==> src/vpmpm_defs.svh <==
// Offsets, field positions, reset values and aperture bounds of the plane mask and page map block
// Included by both ends and by the testbench
`ifndef VPMPM_DEFS_SVH
`define VPMPM_DEFS_SVH
// I/O ports
`define VPMPM_PORT_GFX_INDEX 16'h03CE
`define VPMPM_PORT_GFX_DATA 16'h03CF
`define VPMPM_PORT_MISC_OUT_WR 16'h03C2
`define VPMPM_PORT_MISC_OUT_RD 16'h03CC
// Graphics controller indexes
`define VPMPM_IDX_MISC_GFX 8'h06
`define VPMPM_IDX_BIT_MASK 8'h08
`define VPMPM_IDX_PAGING 8'h10
`define VPMPM_IDX_PAGE_SEL 8'h11
// Reset values
`define VPMPM_PAGING_RST 8'h00
`define VPMPM_PAGE_SEL_RST 8'h00
`define VPMPM_BIT_MASK_RST 8'hFF
`define VPMPM_MISC_GFX_RST 8'h00
`define VPMPM_MISC_OUT_RST 8'h00
// Field positions and codes
`define VPMPM_PG_EN_BIT 0
`define VPMPM_PG_TGT_LSB 1
`define VPMPM_MAP_MODE_LSB 2
`define VPMPM_APER_EN_BIT 1
`define VPMPM_TGT_VGA_MEM 2'h0
`define VPMPM_MAP_A_ONLY 2'h1
// Aperture bounds
`define VPMPM_APER_A_LO 20'hA_0000
`define VPMPM_APER_A_HI 20'hA_FFFF
`define VPMPM_APER_B_LO 20'hB_0000
`define VPMPM_APER_B_MID 20'hB_7FFF
`define VPMPM_APER_B8_LO 20'hB_8000
`define VPMPM_APER_B_HI 20'hB_FFFF
// Host APB register offsets
`define VPMPM_APB_CMD 12'h000
`define VPMPM_APB_ADDR 12'h004
`define VPMPM_APB_WDATA 12'h008
`define VPMPM_APB_STATUS 12'h00C
`define VPMPM_APB_RDATA 12'h010
`define VPMPM_APB_CFG 12'h014
`endif

==> src/vpmpm_pkg.sv <==
// Types shared by both ends of the plane mask and page map block
// Assumes vpmpm_defs.svh is on the include path
package vpmpm_pkg;
	typedef enum logic [1:0] {VPMPM_DEV_IDLE, VPMPM_DEV_RD_WAIT, VPMPM_DEV_RD_DATA} vpmpm_dev_state_e;
	typedef enum logic [1:0] {VPMPM_HOST_IDLE, VPMPM_HOST_ISSUE, VPMPM_HOST_WAIT} vpmpm_host_state_e;
	typedef enum logic [2:0] {
		VPMPM_OP_IOW = 3'h0,
		VPMPM_OP_IOR = 3'h1,
		VPMPM_OP_PORTW = 3'h2,
		VPMPM_OP_PORTR = 3'h3,
		VPMPM_OP_MEMW = 3'h4,
		VPMPM_OP_MEMR = 3'h5,
		VPMPM_OP_RMW = 3'h6
	} vpmpm_op_e;
	typedef struct packed {
		logic io;
		logic write;
		logic [19:0] addr;
		logic [7:0] data;
	} vpmpm_micro_s;
	typedef struct packed {
		vpmpm_dev_state_e st;
		logic [7:0] gfx_index;
		logic [7:0] misc_gfx;
		logic [7:0] bit_mask;
		logic [7:0] paging;
		logic [7:0] page_sel;
		logic [7:0] misc_out;
		logic [31:0] latch;
		logic ack;
		logic [7:0] rdata;
		logic mem_en;
		logic mem_we;
		logic [3:0] mem_be;
		logic [20:0] mem_addr;
		logic [31:0] mem_wdata;
		logic [1:0] rd_lane;
	} vpmpm_dev_s;
	typedef struct packed {
		vpmpm_host_state_e st;
		vpmpm_op_e op;
		logic [1:0] step;
		logic busy;
		logic [19:0] addr;
		logic [15:0] wdata;
		logic [7:0] rdata;
		logic [7:0] shadow_gfx;
		logic pci_en;
		logic req_valid;
		logic req_io;
		logic req_write;
		logic [19:0] req_addr;
		logic [7:0] req_wdata;
		logic pready;
		logic [31:0] prdata;
	} vpmpm_host_s;
endpackage

==> src/vpmpm_if.sv <==
// Link between the host CPU end and the graphics device end
// Both ends run on the same pclk
`timescale 1ns/1ps
interface vpmpm_if;
	logic req_valid;
	logic req_io;
	logic req_write;
	logic [19:0] req_addr;
	logic [7:0] req_wdata;
	logic pci_mem_en;
	logic ack;
	logic [7:0] rdata;
	modport host (output req_valid, output req_io, output req_write, output req_addr,
		output req_wdata, output pci_mem_en, input ack, input rdata);
	modport dev (input req_valid, input req_io, input req_write, input req_addr,
		input req_wdata, input pci_mem_en, output ack, output rdata);
endinterface

==> src/vpmpm_dev.sv <==
// Graphics device end: graphics index/data registers, plane write mask and aperture page map
// Assumes a frame-buffer memory on pclk that returns read data one cycle after mem_en
`include "vpmpm_defs.svh"
`timescale 1ns/1ps
// Functional notes
// - Mask bit 0 writes latch bit back
// - Mask bit 1 passes write path data
// - One mask shared by all four planes
// - Mask applied after the write path
// - Host does read, set mask, then write
// - Page extension bits never reach address
// - Target 00 is VGA memory; others reserved
// - VGA memory at stolen base, 128 pages
// - Paged accesses skip plane address swizzle
// - Paged address is page select plus A15..2
// - Host sets map mode 01 before paging
// - Aperture needs memory and aperture enable
// - Host reaches paging control by I/O only
// - Paging control resets to zero
// - Page select gives address bits 22..16
// - Map mode 01 limits aperture to A segment
module vpmpm_dev #(
	parameter int MEM_AW = 21
) (
	input wire logic pclk,
	input wire logic presetn,
	vpmpm_if.dev bus,
	input wire logic [3:0] plane_enable,
	input wire logic [MEM_AW-1:0] stolen_base,
	input wire logic [31:0] mem_rdata,
	output logic mem_en,
	output logic mem_we,
	output logic [3:0] mem_be,
	output logic [MEM_AW-1:0] mem_addr,
	output logic [31:0] mem_wdata
);
	vpmpm_pkg::vpmpm_dev_s s;
	vpmpm_pkg::vpmpm_dev_s n;
	logic [19:0] addr;
	logic [1:0] map_mode;
	logic aper_on;
	logic hit;
	logic [16:0] off;
	logic paged;
	logic [1:0] target;
	logic [20:0] word_addr;
	logic [3:0] be;
	logic [7:0] reg_rd;
	logic [31:0] merged;

	if (MEM_AW != 21)
	begin : g_bad_aw
		$error("MEM_AW must be 21");
	end

	////////////////////////////////////////////////////////////////////////////////
	// Aperture decode and address generation
	assign addr = bus.req_addr;
	assign map_mode = s.misc_gfx[`VPMPM_MAP_MODE_LSB +: 2];
	assign aper_on = bus.pci_mem_en && s.misc_out[`VPMPM_APER_EN_BIT];
	assign paged = s.paging[`VPMPM_PG_EN_BIT];
	assign target = s.paging[`VPMPM_PG_TGT_LSB +: 2];

	always_comb
	begin
		hit = 1'b0;
		off = 17'h0_0000;
		if (map_mode == 2'h0)
		begin
			hit = (addr >= `VPMPM_APER_A_LO) && (addr <= `VPMPM_APER_B_HI);
			off = 17'(addr - `VPMPM_APER_A_LO);
		end
		else if (map_mode == `VPMPM_MAP_A_ONLY)
		begin
			hit = (addr >= `VPMPM_APER_A_LO) && (addr <= `VPMPM_APER_A_HI);
			off = {1'b0, addr[15:0]};
		end
		else if (map_mode == 2'h2)
		begin
			hit = (addr >= `VPMPM_APER_B_LO) && (addr <= `VPMPM_APER_B_MID);
			off = {2'h0, addr[14:0]};
		end
		else
		begin
			hit = (addr >= `VPMPM_APER_B8_LO) && (addr <= `VPMPM_APER_B_HI);
			off = {2'h0, addr[14:0]};
		end
		hit = hit && aper_on;
	end

	always_comb
	begin
		if (paged)
		begin
			// Linear map, one byte lane per access
			word_addr = {s.page_sel[6:0], addr[15:2]};
			be = 4'h1 << addr[1:0];
		end
		else
		begin
			// Planar map within the first four pages
			word_addr = {5'h00, off[15:0]};
			be = plane_enable;
		end
	end

	////////////////////////////////////////////////////////////////////////////////
	// Plane write mask merge
	for (genvar b = 0; b < 32; b++)
	begin : g_merge
		assign merged[b] = s.bit_mask[b % 8] ? bus.req_wdata[b % 8] : s.latch[b];
	end

	////////////////////////////////////////////////////////////////////////////////
	// Register read mux
	always_comb
	begin
		reg_rd = 8'h00;
		if (s.gfx_index == `VPMPM_IDX_MISC_GFX)
			reg_rd = {4'h0, s.misc_gfx[3:0]};
		else if (s.gfx_index == `VPMPM_IDX_BIT_MASK)
			reg_rd = s.bit_mask;
		else if (s.gfx_index == `VPMPM_IDX_PAGING)
			reg_rd = s.paging;
		else if (s.gfx_index == `VPMPM_IDX_PAGE_SEL)
			reg_rd = s.page_sel;
	end

	////////////////////////////////////////////////////////////////////////////////
	// Request handling
	always_comb
	begin
		n = s;
		n.ack = 1'b0;
		n.mem_en = 1'b0;
		n.mem_we = 1'b0;
		case (s.st)
			vpmpm_pkg::VPMPM_DEV_IDLE:
				if (bus.req_valid && !s.ack)
				begin
					n.ack = 1'b1;
					n.rdata = 8'hFF;
					if (bus.req_io)
					begin
						if (addr[15:0] == `VPMPM_PORT_GFX_INDEX)
						begin
							n.rdata = s.gfx_index;
							if (bus.req_write)
								n.gfx_index = bus.req_wdata;
						end
						else if (addr[15:0] == `VPMPM_PORT_GFX_DATA)
						begin
							n.rdata = reg_rd;
							if (bus.req_write)
							begin
								if (s.gfx_index == `VPMPM_IDX_MISC_GFX)
									n.misc_gfx = {4'h0, bus.req_wdata[3:0]};
								else if (s.gfx_index == `VPMPM_IDX_BIT_MASK)
									n.bit_mask = bus.req_wdata;
								else if (s.gfx_index == `VPMPM_IDX_PAGING)
									n.paging = {bus.req_wdata[7:4], 1'b0, bus.req_wdata[2:0]};
								else if (s.gfx_index == `VPMPM_IDX_PAGE_SEL)
									n.page_sel = {1'b0, bus.req_wdata[6:0]};
							end
						end
						else if (addr[15:0] == `VPMPM_PORT_MISC_OUT_WR && bus.req_write)
							n.misc_out = bus.req_wdata;
						else if (addr[15:0] == `VPMPM_PORT_MISC_OUT_RD && !bus.req_write)
							n.rdata = s.misc_out;
					end
					else if (hit && !(paged && target != `VPMPM_TGT_VGA_MEM))
					begin
						n.mem_en = 1'b1;
						n.mem_we = bus.req_write;
						n.mem_be = be;
						n.mem_addr = MEM_AW'(stolen_base + word_addr);
						n.mem_wdata = merged;
						n.rd_lane = paged ? addr[1:0] : 2'h0;
						if (!bus.req_write)
						begin
							n.ack = 1'b0;
							n.st = vpmpm_pkg::VPMPM_DEV_RD_WAIT;
						end
					end
				end
			vpmpm_pkg::VPMPM_DEV_RD_WAIT:
				n.st = vpmpm_pkg::VPMPM_DEV_RD_DATA;
			vpmpm_pkg::VPMPM_DEV_RD_DATA:
			begin
				n.latch = mem_rdata;
				n.rdata = mem_rdata[{s.rd_lane, 3'h0} +: 8];
				n.ack = 1'b1;
				n.st = vpmpm_pkg::VPMPM_DEV_IDLE;
			end
			default:
				n.st = vpmpm_pkg::VPMPM_DEV_IDLE;
		endcase
	end

	always_ff @(posedge pclk or negedge presetn)
	begin
		if (!presetn)
		begin
			s <= '0;
			s.st <= vpmpm_pkg::VPMPM_DEV_IDLE;
			s.misc_gfx <= `VPMPM_MISC_GFX_RST;
			s.bit_mask <= `VPMPM_BIT_MASK_RST;
			s.paging <= `VPMPM_PAGING_RST;
			s.page_sel <= `VPMPM_PAGE_SEL_RST;
			s.misc_out <= `VPMPM_MISC_OUT_RST;
		end
		else
			s <= n;
	end

	////////////////////////////////////////////////////////////////////////////////
	// Outputs
	assign bus.ack = s.ack;
	assign bus.rdata = s.rdata;
	assign mem_en = s.mem_en;
	assign mem_we = s.mem_we;
	assign mem_be = s.mem_be;
	assign mem_addr = s.mem_addr;
	assign mem_wdata = s.mem_wdata;
endmodule

==> src/flat_wrapper.sv <==
// flat-port wrapper written by rule: the top's interface ports become plain ports
module vpmpm_dev_flat 
#(
	parameter int MEM_AW = 21
)
  (pclk, presetn, plane_enable, stolen_base, mem_rdata, mem_en, mem_we, mem_be, mem_addr, mem_wdata, bus_req_valid, bus_req_io, bus_req_write, bus_req_addr, bus_req_wdata, bus_pci_mem_en, bus_ack, bus_rdata);
  vpmpm_if bus_i ();
  input wire logic pclk;
  input wire logic presetn;
  input wire logic [3:0] plane_enable;
  input wire logic [MEM_AW-1:0] stolen_base;
  input wire logic [31:0] mem_rdata;
  output logic mem_en;
  output logic mem_we;
  output logic [3:0] mem_be;
  output logic [MEM_AW-1:0] mem_addr;
  output logic [31:0] mem_wdata;
  input wire logic [$bits(bus_i.req_valid)-1:0] bus_req_valid;
  input wire logic [$bits(bus_i.req_io)-1:0] bus_req_io;
  input wire logic [$bits(bus_i.req_write)-1:0] bus_req_write;
  input wire logic [$bits(bus_i.req_addr)-1:0] bus_req_addr;
  input wire logic [$bits(bus_i.req_wdata)-1:0] bus_req_wdata;
  input wire logic [$bits(bus_i.pci_mem_en)-1:0] bus_pci_mem_en;
  output wire logic [$bits(bus_i.ack)-1:0] bus_ack;
  output wire logic [$bits(bus_i.rdata)-1:0] bus_rdata;
  assign bus_i.req_valid = bus_req_valid;
  assign bus_i.req_io = bus_req_io;
  assign bus_i.req_write = bus_req_write;
  assign bus_i.req_addr = bus_req_addr;
  assign bus_i.req_wdata = bus_req_wdata;
  assign bus_i.pci_mem_en = bus_pci_mem_en;
  assign bus_ack = bus_i.ack;
  assign bus_rdata = bus_i.rdata;
  vpmpm_dev #(.MEM_AW(MEM_AW)) u_core (.pclk(pclk), .presetn(presetn), .bus(bus_i), .plane_enable(plane_enable), .stolen_base(stolen_base), .mem_rdata(mem_rdata), .mem_en(mem_en), .mem_we(mem_we), .mem_be(mem_be), .mem_addr(mem_addr), .mem_wdata(mem_wdata));
endmodule
==> config.mk <==
export PLATFORM = sky130hd
export DESIGN_NAME = vpmpm_dev_flat
export DESIGN_NICKNAME = d
export VERILOG_FILES = /design/src/vpmpm_pkg.sv /design/src/vpmpm_if.sv /design/src/vpmpm_dev.sv /design/src/flat_wrapper.sv
export VERILOG_INCLUDE_DIRS = /design/src
export SDC_FILE = /design/constraint.sdc
export NUM_CORES = 1
export LEC_CHECK = 0
export BUFFER_PORTS_ARGS = -buffer_cell sky130_fd_sc_hd__buf_2
export CAP_MARGIN = 20
export CORE_MARGIN = 4
export CORE_UTILIZATION = 60
export CTS_BUF_LIST = sky130_fd_sc_hd__clkbuf_16
export DETAILED_ROUTE_END_ITERATION = 16
export PLACE_DENSITY = 0.95
export SKIP_LAST_GASP = 1
export SLEW_MARGIN = 10
export SYNTH_ARGS = -nofsm -noshare
export SYNTH_HDL_FRONTEND = slang
export SYNTH_SLANG_ARGS = --single-unit
==> constraint.sdc <==
create_clock -name pclk -period 10.1 [get_ports pclk]
set_input_delay 0.505 -clock pclk [delete_from_list [all_inputs] [get_ports pclk]]
set_output_delay 0.505 -clock pclk [all_outputs]
set_load 0.05 [all_outputs]
== Yosys cells after proc, flatten, opt, wreduce, memory -nomap -nowiden ==
Cells that the tools add are included.
W data, S select, Z words.

* Input bits: 91
* Bits in registers: 146
* Output and inout port bits: 68

* Equality and inequality tests: 16
* Shifts and indexed selects: 2
* Bitwise operators: 6
* Muxes and demuxes: 77
* Magnitude comparators: 6
* Reductions and logical operators: 27
* Add/subtract/negate cells: 2

{| class="wikitable"
|+ Operators by type and width
! cell !! count
|-
| $mux W61 || 3
|-
| $mux W8 || 15
|-
| $mux W70 || 1
|-
| $eq A16 B10 Y1 const B || 4
|-
| $mux W32 || 2
|-
| $ge A20 B20 Y1 const B || 3
|-
| $le A20 B20 Y1 const B || 3
|-
| $mux W50 || 1
|-
| $mux W16 || 3
|-
| $mux W48 || 1
|-
| $mux W40 || 1
|-
| $mux W1 || 38
|-
| $shiftx A32 B6 Y8 || 1
|-
| $mux W24 || 1
|-
| $add A21 B21 Y21 || 1
|-
| $mux W21 || 1
|-
| $pmux W9 S2 || 1
|-
| $eq A8 B5 Y1 const B || 2
|-
| $sub A16 B1 Y16 const B || 1
|-
| $mux W7 || 2
|-
| $logic_and A1 B1 Y1 || 11
|-
| $reduce_and A10 Y1 || 1
|-
| $reduce_and A9 Y1 || 1
|-
| $eq A8 B3 Y1 const B || 1
|-
| other kinds (19) || 37
|}

== Depth between registers and ports, before layout ==
* Depth in word-level cells: 11
* Depth in mapped cells: 12

== Least setup slack after synthesis ==
No wires, ideal clock.

* Path kind: reg-to-reg
* Start: register u_core.s, in the netlist u_core.paged
* End: register u_core.s, in the netlist u_core.mem_addr[18]
* Setup time: 0.136 ns
* Slack: 6.735 ns
* Cell stages (with the launch flop): 13
* Path buffers: 2
* Data arrival time: 3.229 ns
* Path through: dfrtp_1 buf_1 buf_1 mux2_2 ha_1 inv_1 fa_1 nand2b_1 a21oi_1 o2111ai_1 a21oi_1 a31oi_1 or3b_2

* Word-level cells in the longest chain between the ends: 4
* Elaborated cells between the ends (all ways): 6

{| class="wikitable"
|+ Ends and longest elaborated chain
! what !! line !! text
|-
| from (decl) || vpmpm_dev.sv:37 || <nowiki>vpmpm_pkg::vpmpm_dev_s s;</nowiki>
|-
| from (signal assigned) || vpmpm_dev.sv:213 || <nowiki>s <= n;</nowiki>
|-
| parallel branches: the longest is 4 deep, another holds $add A21 B21 Y21 || - ||
|}

Several ways; the timed one is not identified.
A chain may end at the register's enable or synchronous reset.

== Worst setup path in the final report ==
Same ends and word-level chain as after synthesis.

==> qor.yml <==
grt-ovfl-total: 0
clock_skew_ns: 0.008804
cts_tree: "done"
p_sw_frac: 0.2670
maxCapViolCount: 0
clk_pin_slew_worst_paths_ns: 0.06
async_flop_share: 1.000
drcViolationCount: 0
synth_ff_type: "dfrtp_1"
hold_viol: 0
crit_fanout: 20
rows: 42
ios: 159
io_buffer_count: 158
combPwrFrac: 0.109
power_frac_seq: 0.457
die_h_microns: 125.6
p_switching_uw: 345.7
grt_pass1_vias: 6856
yosys.area_share.simple: 0.1660
cts_made_buffers: 17
synth_top_family_by_area: "simple AND/OR/NAND/NOR gates"
final_cell_mix: "nand2_1, buf_2, dfrtp_1"
slew_headroom: 0.2933
hold_class: "input pin to asynchronous set/reset pin"
synth_edf_count: 0
synth-seq-cells: 146
die_width_microns: 125.6
fin_crit_sh: 0.3484
power_uw: 1294
clockPowerShare: 0.433
cpPeakStageDelay_ns: 0.55
drtIter0Drc: 689
synth_compound_area_frac: 0.1196
core_area_sq_um: 13400
worst-setup-path-type: "flip-flop to flip-flop"
start_util: 0.6192
syn_nets: 975
regArea_sq_um: 3664
hpwl_microns: 15400
track_usage: 0.2868
nNetsFinal: 1039
utilization: 0.6856
dieArea_sq_um: 15780
cts_root_buffer: "clkbuf_16"
cts_resized: 0
synth_cells: 863
area_growth_pct: 10.72
worstSetupEndpointType: "flip-flop"
via_per_inst: 6.192
place_inst: 1084
muxShareOfSynthArea: 0.1399
leakagePower_uw: 0.004395
cp_data_arrival_time_ns: 3.82
worstPathRequired_ns: 10.40
path_cells: "buf_4, mux2_2, ha_1, inv_1, fa_1, nand2b_1, a21oi_1, o2111ai_1, a21oi_1, a31oi_1, or3b_2"
peakVddDrop_uv: 129.0
insertion_delay_ns: 0.43
drt_first_pass_iters: 7
tightest_slew_ns: 1.060
p_per_area_nw_per_um2: 140.9
setup-tns-final_ns: 0
p_int_uw: 948.7
min_period_ns: 3.519
grt_pass1_wl_microns: 35800
drv_slew: 0
rsz0062_at_grt: "no"
wire_per_inst_microns: 19.88
ant_nets: 0
start_kind: "flip-flop"
place.gp.congestion: 0.9835
multi_input_area_sq_um: 3909
clock_sinks: 146
critPathMostFrequentCell: "a21oi_1"
htreeDepth: 4
postPlaceCellArea_sq_um: 8661
setup_viol: 0
layout-drive-gt1-share: 0.2926
fmaxAchievable_mhz: 284.2
netlist_area_sq_um: 8298
cts_hold_buf: 0
antenna_found_initial: 4
wl_microns: 22250
nFillCells: 981
vias: 6929
post_cts_buffers: 0
synth-xor-area-share: 0.01161
yosys_warnings: 0
fin_area_sq_um: 9188
yosysSeqAreaShare: 0.4415
mostFrequentLayoutCell: "nand2_1"
status: "finished clean"
grt_max_degree: 118
cpMaxStageDelayCell: "dfrtp_1"
synth_fa_ha_area_frac: 0.03257
ys_types: 64
avgSynthCellArea_sq_um: 9.615
stdcell_count: 1119
cts_buffer_depth: 2
-- area by class of cell --
cell class	count	area share
sequential	146	0.3987
antenna	3	0.0008171
clock buffer	17	0.04630
timing repair buffer	163	0.09083
multi-input combinational	590	0.4254
clock inverter	15	0.01021
inverter	9	0.003677
tap	176	0.02397
-- kinds of logic (layout without fill, tap and decap cells) --
| logic type | after synthesis | after routing |
|---|---|---|
| muxes | 99 | 99 |
| and+or+nand+nor | 291 | 291 |
| adders and majority gates | 21 | 21 |
| other | 0 | 3 |
| DFF | 146 | 146 |
| AOI/OAI and AO/OA | 168 | 168 |
| xor gates and xnor gates | 11 | 11 |
| buffers and inverters | 127 | 204 |
-- flip-flops by register name (all words and copies together), names as in the netlist, 2 cells and up --
name	flops
u_core.bus.rdata	8
u_core.mem_addr	21
u_core.map_mode	2
u_core.s	75
u_core.mem_wdata	32
u_core.mem_be	4
-- Yosys cell counts (2+ instances only) --
| master | instances | area, sq um |
|---|---|---|
| o31ai_1 | 6 | 45.04 |
| nand3_1 | 10 | 50.05 |
| clkbuf_1 | 33 | 123.9 |
| and2_1 | 7 | 43.79 |
| mux2_2 | 56 | 630.6 |
| nand3_2 | 2 | 20.02 |
| o21a_1 | 8 | 60.06 |
| buf_6 | 2 | 22.52 |
| nand2_1 | 180 | 675.7 |
| a211oi_1 | 9 | 67.56 |
| dfstp_2 | 8 | 210.2 |
| a221oi_1 | 2 | 17.52 |
| a22oi_1 | 12 | 90.09 |
| xor2_1 | 6 | 52.55 |
| or4_1 | 3 | 22.52 |
| nand3b_1 | 2 | 15.01 |
| or3_1 | 4 | 25.02 |
| buf_4 | 65 | 488.0 |
| xnor2_1 | 5 | 43.79 |
| ha_1 | 20 | 250.2 |
| a21o_1 | 2 | 15.01 |
| inv_1 | 9 | 33.78 |
| nor2_1 | 24 | 90.09 |
| nor3_1 | 14 | 70.07 |
| nand4_1 | 2 | 12.51 |
| o2111ai_1 | 2 | 17.52 |
| o211ai_1 | 3 | 22.52 |
| nand2b_1 | 3 | 18.77 |
| and3_1 | 10 | 62.56 |
| o21ai_0 | 83 | 415.4 |
| or2_2 | 2 | 12.51 |
| nor4b_1 | 4 | 35.03 |
| a21oi_1 | 29 | 145.1 |
| mux2i_1 | 35 | 350.3 |
| nor2b_1 | 10 | 62.56 |
| buf_1 | 17 | 63.81 |
| a31oi_1 | 3 | 18.77 |
| dfrtp_1 | 138 | 3453 |
| mux4_2 | 8 | 180.2 |
-- power groups by stage --
stage / Sequential (uW) / Clock (uW) / Combinational (uW)
5_1_grt: 592 / 592 / 154
3_3_place_gp: 602 / 0 / 134
4_1_cts: 592 / 563 / 139
3_5_place_dp: 602 / 0 / 137
2_1_floorplan: 603 / 0 / 84.4
6_report: 592 / 561 / 141
-- critical path, delay by kind of cell (launching register included) --
family	cells	cell delay [ns]
AOI/OAI and AO/OA	4	1.00
and+or+nand+nor	2	0.66
DFF	1	0.55
adders and majority gates	2	0.55
buffers and inverters	2	0.41
muxes	1	0.21
-- per-stage QoR --
step	setup WS (ns)	hold slack (ns)
3_3_place_gp	6.793	0.4561
6_report	6.581	0.08401
2_1_floorplan	6.735	0.2094
5_1_grt	6.247	0.1486
3_5_place_dp	6.689	0.4619
4_1_cts	6.622	0.1347
-- worst paths after layout --
kind | startpoint | end | slack (ns) | cells past startpoint
setup reg to reg | u_core.paged | u_core.mem_addr[18] | 6.58 | 11
min in group pclk | mem_rdata[22] | u_core.s[92] | 0.28 | 3
hold / removal | presetn | u_core.mem_we | 0.08 | 1
setup / recovery | u_core.paged | u_core.mem_addr[18] | 6.58 | 11
hold reg to reg | u_core.mem_wdata[0] | u_core.mem_wdata[0] | 0.47 | 2
max in group asynchronous | presetn | u_core.s[104] | 8.59 | 2
-- layer usage --
metal,up-vias,part of all wire,global-route usage
met2,407,0.48,0.4493
met5,-,0.00058,0
met3,113,0.082,0.07377
met4,2,0.057,0.1684
li1,3074,-,-
met1,3333,0.38,0.3602
Note: power is estimated with default switching activity, not from simulation.
